### config.mk
export PLATFORM = sky130hd
export DESIGN_NAME = pep_port_e
export DESIGN_NICKNAME = d
export VERILOG_FILES = /design/src/include/pep_pkg.sv /design/src/hdl/pep_pin_mux.sv /design/src/hdl/pep_port_e.sv
export VERILOG_INCLUDE_DIRS = /design/src /design/src/include
export SDC_FILE = /design/constraint.sdc
export NUM_CORES = 1
export LEC_CHECK = 0
export ABC_AREA = 0
export BUFFER_PORTS_ARGS = -buffer_cell sky130_fd_sc_hd__buf_4
export CORE_ASPECT_RATIO = 1.4
export CORE_MARGIN = 2
export CORE_UTILIZATION = 38
export CTS_CLUSTER_DIAMETER = 50
export CTS_CLUSTER_SIZE = 25
export DETAILED_ROUTE_END_ITERATION = 10
export GPL_ROUTABILITY_DRIVEN = 0
export PLACE_DENSITY = 0.69
export SLEW_MARGIN = 20
export SYNTH_ARGS = -nofsm -noshare
export SYNTH_HDL_FRONTEND = slang
export SYNTH_SLANG_ARGS = --single-unit
export TNS_END_PERCENT = 30
### constraint.sdc
create_clock -name I_MCLK -period 2.4 [get_ports I_MCLK]
set_input_delay 0.72 -clock I_MCLK [delete_from_list [all_inputs] [get_ports I_MCLK]]
set_output_delay 0.72 -clock I_MCLK [all_outputs]
set_load 0.02 [all_outputs]
### src/include/pep_params.svh
/*
 * Offsets, field positions and reset values of the port E pin control.
 * Assumes inclusion by bare name from the design.
 */
`ifndef PEP_PARAMS_SVH
`define PEP_PARAMS_SVH

// ----------------------------------------------------------------------
// Register word offsets (word addresses, one 32-bit word each).
// ----------------------------------------------------------------------
`define PEP_OFS_PIN_VALUE   4'h0
`define PEP_OFS_LATCH       4'h1
`define PEP_OFS_DIRECTION   4'h2
`define PEP_OFS_ANALOG      4'h3
`define PEP_OFS_INTERRUPT_CONTROL_TWO     4'h4
`define PEP_OFS_SLEW        4'h5
`define PEP_OFS_CONFIG      4'h6

// ----------------------------------------------------------------------
// Field positions.
// ----------------------------------------------------------------------
`define PEP_BIT_PULLUP_EN   7
`define PEP_BIT_GPU_DIS_N   7
`define PEP_BIT_PIN3        3
`define PEP_BIT_SLEW_E      4
`define PEP_BIT_CFG_MASTER_CLEAR_N    0
`define PEP_BIT_CFG_LVP     1
`define PEP_BIT_CFG_REMAP   2

// ----------------------------------------------------------------------
// Reset values and write masks.
// ----------------------------------------------------------------------
`define PEP_RST_DIRECTION   8'h07
`define PEP_RST_ANALOG      8'h07
`define PEP_RST_LATCH       8'h00
`define PEP_RST_INTERRUPT_CONTROL_TWO     8'h80
`define PEP_RST_SLEW        8'h1F
`define PEP_RST_CONFIG      8'h05
`define PEP_RST_PADS        4'h8
`define PEP_MSK_DIRECTION   8'h87
`define PEP_MSK_PINS        8'h07
`define PEP_MSK_INTERRUPT_CONTROL_TWO     8'hF5
`define PEP_MSK_SLEW        8'h1F
`define PEP_MSK_CONFIG      8'h07

`endif

### src/include/pep_pkg.sv
/*
 * Types shared by the port E pin control files.
 * Assumes the parameter header is on the include path.
 */
package pep_pkg;

    // Peripheral outputs that may claim pins of the port.
    typedef struct packed {
        logic pwm3_a_en;    // Enhanced PWM 3 output A enable.
        logic pwm3_a;       // Enhanced PWM 3 output A level.
        logic pwm3_b_en;    // Enhanced PWM 3 output B enable.
        logic pwm3_b;       // Enhanced PWM 3 output B level.
        logic capcomp_unit3_io_en;      // Capture/compare 3 output enable.
        logic capcomp_unit3_io;         // Capture/compare 3 output level.
        logic capcomp_unit5_io_en;      // Capture/compare 5 output enable.
        logic capcomp_unit5_io;         // Capture/compare 5 output level.
    } pep_periph_t;

    // Per-pin driver decision.
    typedef struct packed {
        logic oe;           // Pin driver enabled.
        logic val;          // Level driven.
    } pep_drive_t;

endpackage : pep_pkg

### src/hdl/pep_pin_mux.sv
/*
 * Output priority selection for one bidirectional pin.
 * Assumes enables and levels arrive on the system clock.
 */
module pep_pin_mux
    import pep_pkg::*;
(
    input  wire logic       i_hi_en,    // Highest priority output enable.
    input  wire logic       i_hi_val,   // Highest priority level.
    input  wire logic       i_lo_en,    // Second priority output enable.
    input  wire logic       i_lo_val,   // Second priority level.
    input  wire logic       i_dir,      // Direction bit, 0 is output.
    input  wire logic       i_lat,      // Output latch bit.
    output pep_drive_t      o_drive     // Resulting driver decision.
);

    // ------------------------------------------------------------------
    // Priority chain.
    // ------------------------------------------------------------------
    // Peripherals outrank the latch; analog select plays no part.
    assign o_drive.oe  = i_hi_en | i_lo_en | ~i_dir;
    assign o_drive.val = i_hi_en ? i_hi_val :
                         (i_lo_en ? i_lo_val : i_lat);

endmodule : pep_pin_mux

### src/hdl/pep_port_e.sv
/*
 * Port E pin control: three bidirectional pins, one input-only pin that
 * doubles as master clear, pull-up, analog select and slew control.
 * Assumes an Avalon-MM master on I_MCLK and pads resolved outside.
 */
// The placing of the registers and the Avalon-MM register port were decided locally.
`include "pep_params.svh"

// Behaviour
// - Pin 3 pull-up follows its enable at direction bit 7, subject to global.
// - Pull-ups other than a forced pin 3 pull-up act only while the shared global disable bit is zero.
// - Global disable bit set switches every weak pull-up off except a forced pin 3 pull-up.
// - Power-on reset disables port B pull-ups; master clear select keeps pin 3 pull-up on.
// - Master clear or low-voltage programming forces pin 3 pull-up on.
// - Highest priority enabled peripheral output owns the pin driver.
// - Digital outputs may drive a pin in analog mode.
// - Direction 0 drives latch; 1 reads Schmitt; with analog, analog input.
// - Pin 0 carries PWM3 A and unit 3 when remap clear; pin 1 PWM3 B.
// - Pin 2 carries unit 5 output when output, capture input when input.
// - Master clear select 0 reads pin 3 at value bit 3.
// - Master clear select 1 with low-voltage programming off makes pin 3 an active-low reset.
// - Analog select disables digital input; reads return zero.
// - Analog select leaves the output path unaffected.
// - Reset sets all analog-select bits to one.
// - Reset sets direction bits 0 to 2 to one and pull-up enable bit 7 to zero.
// - Per-port slew select, reduced rate default after reset.
// - Value writes go to the latch; value reads return pin levels.
module pep_port_e
    import pep_pkg::*;
#(
    parameter int NPINS = 3                 // Bidirectional pin count.
)(
    input  wire logic        I_MCLK,         // System clock, 100 MHz.
    input  wire logic        I_RSTN,         // Async reset, active low.
    input  wire logic [3:0]  I_ADDRESS,      // Avalon word address.
    input  wire logic        I_READ,         // Avalon read.
    input  wire logic        I_WRITE,        // Avalon write.
    input  wire logic [3:0]  I_BYTEENABLE,   // Avalon byte enables.
    input  wire logic [31:0] I_WRITEDATA,    // Avalon write data.
    output logic      [31:0] O_READDATA,     // Avalon read data.
    output logic             O_WAITREQUEST,  // Avalon wait request.
    input  wire pep_periph_t I_PERIPH,       // Peripheral outputs.
    input  wire logic [2:0]  I_PIN_I,        // Pad levels pins 0 to 2.
    output logic      [2:0]  O_PIN_O,        // Pad drive levels.
    output logic      [2:0]  O_PIN_OE,       // Pad drive enables.
    output logic      [2:0]  O_ANALOG_EN,    // Analog input selects.
    input  wire logic        I_PIN3,         // Input-only pin level.
    output logic             O_PIN3_PULLUP,  // Weak pull-up on pin 3.
    output logic             O_PORTB_PU_GATE,// Port B pull-ups allowed.
    output logic             O_MASTER_CLEAR_N_RESET,   // Master clear reset asserted.
    output logic             O_CAPCOMP_UNIT3_IO_CAPTURE, // Capture 3 input.
    output logic             O_CAPCOMP_UNIT5_IO_CAPTURE, // Capture 5 input.
    output logic             O_SLEW_REDUCED  // Port E reduced slew.
);

    // Only the three-pin layout is implemented.
    if (NPINS != 3) begin : g_npins_check
        $error("pep_port_e serves exactly three bidirectional pins");
    end

    // ------------------------------------------------------------------
    // Reset release and input synchronisers.
    // ------------------------------------------------------------------
    logic       rst_s1_reg;
    logic       rst_n;
    logic [3:0] pin_s1_reg;
    logic [3:0] pin_s2_reg;

    // Reset asserts at once and releases after two clock edges.
    always_ff @(posedge I_MCLK or negedge I_RSTN) begin
        if (!I_RSTN) begin
            rst_s1_reg <= 1'b0;
            rst_n      <= 1'b0;
        end else begin
            rst_s1_reg <= 1'b1;
            rst_n      <= rst_s1_reg;
        end
    end

    // Pad levels pass two flip-flops before any logic sees them.
    // Pin 3 resets to its idle high level, so no false master clear.
    always_ff @(posedge I_MCLK or negedge rst_n) begin
        if (!rst_n) begin
            pin_s1_reg <= `PEP_RST_PADS;
            pin_s2_reg <= `PEP_RST_PADS;
        end else begin
            pin_s1_reg <= {I_PIN3, I_PIN_I};
            pin_s2_reg <= pin_s1_reg;
        end
    end

    // ------------------------------------------------------------------
    // Registers.
    // ------------------------------------------------------------------
    logic [7:0] port_e_output_latch_reg;
    logic [7:0] port_e_direction_reg;
    logic [7:0] port_e_analog_select_reg;
    logic [7:0] interrupt_control_two_reg;
    logic [7:0] slew_rate_select_reg;
    logic [7:0] config_reg;
    logic       ack_reg;

    // Byte-lane zero write strobe per register, at the answer edge only.
    function automatic logic wr_hit(input logic [3:0] ofs);
        wr_hit = I_WRITE && ack_reg && I_BYTEENABLE[0] && (I_ADDRESS == ofs);
    endfunction : wr_hit

    // Merge written bits under a writable mask.
    function automatic logic [7:0] merge(input logic [7:0] old,
                                         input logic [7:0] msk);
        merge = (old & ~msk) | (I_WRITEDATA[7:0] & msk);
    endfunction : merge

    wire wr_value  = wr_hit(`PEP_OFS_PIN_VALUE);
    wire wr_latch  = wr_hit(`PEP_OFS_LATCH);
    wire wr_dir    = wr_hit(`PEP_OFS_DIRECTION);
    wire wr_analog = wr_hit(`PEP_OFS_ANALOG);
    wire wr_intc   = wr_hit(`PEP_OFS_INTERRUPT_CONTROL_TWO);
    wire wr_slew   = wr_hit(`PEP_OFS_SLEW);
    wire wr_cfg    = wr_hit(`PEP_OFS_CONFIG);

    // Value register writes land in the latch.
    wire [7:0] latch_next = (wr_value | wr_latch) ?
        merge(port_e_output_latch_reg, `PEP_MSK_PINS) :
        port_e_output_latch_reg;
    wire [7:0] dir_next = wr_dir ?
        merge(port_e_direction_reg, `PEP_MSK_DIRECTION) :
        port_e_direction_reg;
    wire [7:0] analog_next = wr_analog ?
        merge(port_e_analog_select_reg, `PEP_MSK_PINS) :
        port_e_analog_select_reg;
    wire [7:0] intc_next = wr_intc ?
        merge(interrupt_control_two_reg, `PEP_MSK_INTERRUPT_CONTROL_TWO) :
        interrupt_control_two_reg;
    wire [7:0] slew_next = wr_slew ?
        merge(slew_rate_select_reg, `PEP_MSK_SLEW) :
        slew_rate_select_reg;
    wire [7:0] cfg_next = wr_cfg ?
        merge(config_reg, `PEP_MSK_CONFIG) : config_reg;

    // Register file; reset values set direction, analog and slew high.
    always_ff @(posedge I_MCLK or negedge rst_n) begin
        if (!rst_n) begin
            port_e_output_latch_reg   <= `PEP_RST_LATCH;
            port_e_direction_reg      <= `PEP_RST_DIRECTION;
            port_e_analog_select_reg  <= `PEP_RST_ANALOG;
            interrupt_control_two_reg <= `PEP_RST_INTERRUPT_CONTROL_TWO;
            slew_rate_select_reg      <= `PEP_RST_SLEW;
            config_reg                <= `PEP_RST_CONFIG;
        end else begin
            port_e_output_latch_reg   <= latch_next;
            port_e_direction_reg      <= dir_next;
            port_e_analog_select_reg  <= analog_next;
            interrupt_control_two_reg <= intc_next;
            slew_rate_select_reg      <= slew_next;
            config_reg                <= cfg_next;
        end
    end

    // ------------------------------------------------------------------
    // Configuration and pull-up decode.
    // ------------------------------------------------------------------
    wire master_clear_select     = config_reg[`PEP_BIT_CFG_MASTER_CLEAR_N];
    wire low_voltage_prog_enable = config_reg[`PEP_BIT_CFG_LVP];
    wire capcomp3_pin_remap      = config_reg[`PEP_BIT_CFG_REMAP];
    wire global_pullup_disable_n =
        interrupt_control_two_reg[`PEP_BIT_GPU_DIS_N];
    wire pin3_pullup_enable = port_e_direction_reg[`PEP_BIT_PULLUP_EN];

    // Pin 3 acts as master clear when selected, unless low-voltage programming owns it.
    wire master_clear_n_mode = master_clear_select & ~low_voltage_prog_enable;
    wire pu_forced = master_clear_n_mode | low_voltage_prog_enable;
    wire pu_next   = pu_forced |
                     (pin3_pullup_enable & ~global_pullup_disable_n);

    // ------------------------------------------------------------------
    // Pin drivers.
    // ------------------------------------------------------------------
    wire [2:0]  dir = port_e_direction_reg[2:0];
    wire [2:0]  lat = port_e_output_latch_reg[2:0];
    wire        capcomp_unit3_io_here = ~capcomp3_pin_remap;
    pep_drive_t drv [3];

    // Pin 0: PWM3 A outranks compare 3; both only when mapped here.
    pep_pin_mux u_mux0 (
        .i_hi_en  (I_PERIPH.pwm3_a_en & capcomp_unit3_io_here),
        .i_hi_val (I_PERIPH.pwm3_a),
        .i_lo_en  (I_PERIPH.capcomp_unit3_io_en & capcomp_unit3_io_here),
        .i_lo_val (I_PERIPH.capcomp_unit3_io),
        .i_dir    (dir[0]),
        .i_lat    (lat[0]),
        .o_drive  (drv[0])
    );

    // Pin 1: PWM3 B over the latch.
    pep_pin_mux u_mux1 (
        .i_hi_en  (I_PERIPH.pwm3_b_en),
        .i_hi_val (I_PERIPH.pwm3_b),
        .i_lo_en  (1'b0),
        .i_lo_val (1'b0),
        .i_dir    (dir[1]),
        .i_lat    (lat[1]),
        .o_drive  (drv[1])
    );

    // Pin 2: compare 5 drives only while the pin is an output.
    pep_pin_mux u_mux2 (
        .i_hi_en  (I_PERIPH.capcomp_unit5_io_en & ~dir[2]),
        .i_hi_val (I_PERIPH.capcomp_unit5_io),
        .i_lo_en  (1'b0),
        .i_lo_val (1'b0),
        .i_dir    (dir[2]),
        .i_lat    (lat[2]),
        .o_drive  (drv[2])
    );

    wire [2:0] oe_next  = {drv[2].oe, drv[1].oe, drv[0].oe};
    wire [2:0] val_next = {drv[2].val, drv[1].val, drv[0].val};

    // ------------------------------------------------------------------
    // Input path.
    // ------------------------------------------------------------------
    // Analog-selected pins read zero; pin 3 reads only as a port pin.
    wire [2:0] din   = pin_s2_reg[2:0] &
                       ~port_e_analog_select_reg[2:0];
    wire       din3  = pin_s2_reg[3] & ~master_clear_select;
    wire [7:0] value_rd = {4'h0, din3, din};
    wire       master_clear_n_next = master_clear_n_mode & ~pin_s2_reg[3];
    wire       cap3_next = din[0] & dir[0] & capcomp_unit3_io_here;
    wire       cap5_next = din[2] & dir[2];

    // ------------------------------------------------------------------
    // Avalon read mux and answer.
    // ------------------------------------------------------------------
    wire  req = (I_READ | I_WRITE) & ~ack_reg;
    wire [7:0] rd_byte =
        (I_ADDRESS == `PEP_OFS_PIN_VALUE) ? value_rd :
        (I_ADDRESS == `PEP_OFS_LATCH)     ? port_e_output_latch_reg :
        (I_ADDRESS == `PEP_OFS_DIRECTION) ? port_e_direction_reg :
        (I_ADDRESS == `PEP_OFS_ANALOG)    ? port_e_analog_select_reg :
        (I_ADDRESS == `PEP_OFS_INTERRUPT_CONTROL_TWO)   ? interrupt_control_two_reg :
        (I_ADDRESS == `PEP_OFS_SLEW)      ? slew_rate_select_reg :
        (I_ADDRESS == `PEP_OFS_CONFIG)    ? config_reg : 8'h00;

    // Each request waits one cycle; the answer edge is the second one.
    always_ff @(posedge I_MCLK or negedge rst_n) begin
        if (!rst_n) begin
            ack_reg       <= 1'b0;
            O_WAITREQUEST <= 1'b1;
            O_READDATA    <= 32'h0000_0000;
        end else begin
            ack_reg       <= req;
            O_WAITREQUEST <= ~req;
            O_READDATA    <= {24'h00_0000, rd_byte};
        end
    end

    // ------------------------------------------------------------------
    // Registered pin outputs.
    // ------------------------------------------------------------------
    always_ff @(posedge I_MCLK or negedge rst_n) begin
        if (!rst_n) begin
            O_PIN_O         <= 3'h0;
            O_PIN_OE        <= 3'h0;
            O_ANALOG_EN     <= 3'h7;
            O_PIN3_PULLUP   <= 1'b0;
            O_PORTB_PU_GATE <= 1'b0;
            O_MASTER_CLEAR_N_RESET    <= 1'b0;
            O_CAPCOMP_UNIT3_IO_CAPTURE  <= 1'b0;
            O_CAPCOMP_UNIT5_IO_CAPTURE  <= 1'b0;
            O_SLEW_REDUCED  <= 1'b1;
        end else begin
            O_PIN_O         <= val_next;
            O_PIN_OE        <= oe_next;
            O_ANALOG_EN     <= port_e_analog_select_reg[2:0] & dir;
            O_PIN3_PULLUP   <= pu_next;
            O_PORTB_PU_GATE <= ~global_pullup_disable_n;
            O_MASTER_CLEAR_N_RESET    <= master_clear_n_next;
            O_CAPCOMP_UNIT3_IO_CAPTURE  <= cap3_next;
            O_CAPCOMP_UNIT5_IO_CAPTURE  <= cap5_next;
            O_SLEW_REDUCED  <= slew_rate_select_reg[`PEP_BIT_SLEW_E];
        end
    end

endmodule : pep_port_e

==> metrics.txt <==
Final Setup Violations=0; initial DRC count=62; CP Data Required Time=1.68 ns; CTS Buf Count=9; Detail Route Antenna Nets=0; Initial Utilization=39.2%; CTS tree=done; CTS max path bufs=2; max-slew violation count=0; Mapped Area=roughly 2600 um2; Post-Layout Cell Count=349; Hold Slack=0.167 ns; largest net degree at the start of global routing=58; hpwl dp=3.23 mm; vias in the first global route=1524; clk_skew=0.00877 ns; Die Width=73.8 um; VDD IR max=0.341 mV; Root Driver=clkbuf_8; Final #Nets=308; Buf+Inv Stages, Crit Path=1; CP top delay family=flip-flops; clk slew on worst S/H paths=roughly 0.070 ns; DR pass1 iterations=4; crit path DAT=0.98 ns; CP max-delay cell=dfstp_2; async set-reset flop share out of synthesis=100%; Avg WL per Cell=between 10 and 15 um; diodes inserted=0; layout cells sized above 1=50.2%; setup repair after global routing missed its margin=false; H-Tree Depth=3; cts hold-fix bufs=0; Main synth FF type=dfrtp_1; setup slack at placement=0.505 ns; io pins=104; Area growth syn-to-layout=21.3%; Largest register FFs=8; Vias=1561; Routed WL=around 4.6 mm; status=complete, no violations; Post-CTS Setup Inserts=0; yosys warns=0; crit path launch type=register; WS Path Type=reg2out; final hold vios=0; syn avg cell area=13.4 um2; Final Cycle Share=70.7%; top-area cell type share of the netlist area=36.7%; Pleak=about 1.5 nW; Crit. End Element=output pin; Worst slew margin=52.9%; slowest stage delay, CP=0.52 ns; # resized after CTS=0; Hold Crit Class=in2async; area leader, netlist=dfrtp_1; # rows=35; Synth Register Bits=59; DR vias/cell=around 4.5; Post-synth EDFFs=0; Critical Path, Cell by Cell=buf_4; first-pass GRT wire length=7.50 mm; Mapped Cells=around 190; drc violations=0; GRT Util Overall=13.6%; actual slew at the worst max-slew pin=0.706 ns; grt ovf=0; synth unique cells=50; fin crit period=1.70 ns; die area=~7500 um2; P per Cell Area=749 nW/um2; FILL cells=616; Fmax achieved=590 MHz; worst-path fanout max=1; Die Y=102 um; worst skew pair latency=between 0.3 and 0.4 ns; core area=around 6600 um2; final worst setup slack=0.704 ns; Placed Cells=between 300 and 400; largest cells by area after synthesis=dfrtp_1, dfstp_2, mux2_2; Setup TNS=0 ns; sequential element share of the synthesized area=between 50% and 60%; PortBufs=52; # clock sinks=59; MaxCap Viol Count=0; initial antenna violation count=0
[metal layers]
metal	routed length, um	up-vias	share of wire [%]	global-route usage, %
met4	104	0	2.3	7.55
met3	282	7	6.1	4.28
met5	0	-	0	0
met1	1810	754	39	16.0
li1	-	741	-	-
met2	2430	59	53	21.7
[power breakdown]
part	internal (mW)	switching, mW	total (mW)
combinational	0.171	0.191	0.362
clock	0.427	0.373	0.800
sequential	1.13	0.0613	1.19
total	1.73	0.625	2.35
[synthesized netlist by cell type, types with 2 or more instances]
cell type	n
nand2b_1	2
nand3_1	2
nand2_1	7
and2_1	5
buf_4	25
conb_1	2
nor3b_1	2
dfstp_2	21
o21ai_0	7
a31oi_1	2
and3_1	2
buf_6	2
nor3_1	5
nor2_1	4
mux2_2	18
mux2_4	7
dfrtp_1	38
inv_1	7
a21oi_1	4
nor4b_1	2
[path summary, 6_finish.rpt]
path                                     start                      endpoint  slack, ns  cells after the start
worst max-delay path            O_ANALOG_EN[0]                O_ANALOG_EN[0]       0.70                      1
worst min-delay path                    I_RSTN                         rst_n       0.17                      1
worst max register to register         ack_reg    port_e_output_latch_reg[2]       1.01                      3
worst min register to register   pin_s1_reg[2]                 pin_s2_reg[2]       0.35                      0
max in group asynchronous                rst_n  interrupt_control_two_reg[4]       1.53                      1
min in group I_MCLK              pin_s1_reg[2]                 pin_s2_reg[2]       0.35                      0
[final cells by class]
cell class	instances	area, um2	share of cell area, %
clock buffer	12	155	4.93
clock inverter	4	25.0	0.796
inverter	7	26.3	0.836
multi-input combinational	122	921	29.3
sequential	59	1500	47.8
tap	92	115	3.66
timing repair buffer	53	398	12.7
[logic make-up after synthesis]
| logic type | Yosys count | synth area share (%) |
|---|---|---|
| flip-flops | 59 | 58.0 |
| AND/OR/NAND/NOR | 49 | 14.1 |
| buffers and inverters | 36 | 9.85 |
| multiplexers | 26 | 12.3 |
| AO/OA/AOI/OAI | 22 | 5.50 |
| other | 2 | 0.290 |
[layout by cell type, fill, tap and decap left out, types with 4 or more instances in the layout]
cell | synthesis | final
a21oi_1 | 4 | 4
and2_1 | 5 | 5
buf_4 | 25 | 53
clkbuf_8 | 1 | 11
conb_1 | 2 | 25
dfrtp_1 | 38 | 37
dfstp_2 | 21 | 21
inv_1 | 7 | 7
mux2_2 | 18 | 18
mux2_4 | 7 | 7
nand2_1 | 7 | 7
nor2_1 | 4 | 4
nor3_1 | 5 | 5
o21ai_0 | 7 | 7
[per-stage QoR]
stage | util [%] | instance area (um2) | power (mW)
final | 47.5 | 3140 | 2.35
after CTS | 47.5 | 3140 | 2.39
after detailed placement | 44.8 | 2960 | 1.57
after global placement | 44.8 | 2960 | 1.56
after floorplan | - | 2680 | 1.47
after global routing | 47.5 | 3140 | 2.48
(Power assumes the default switching activity.)
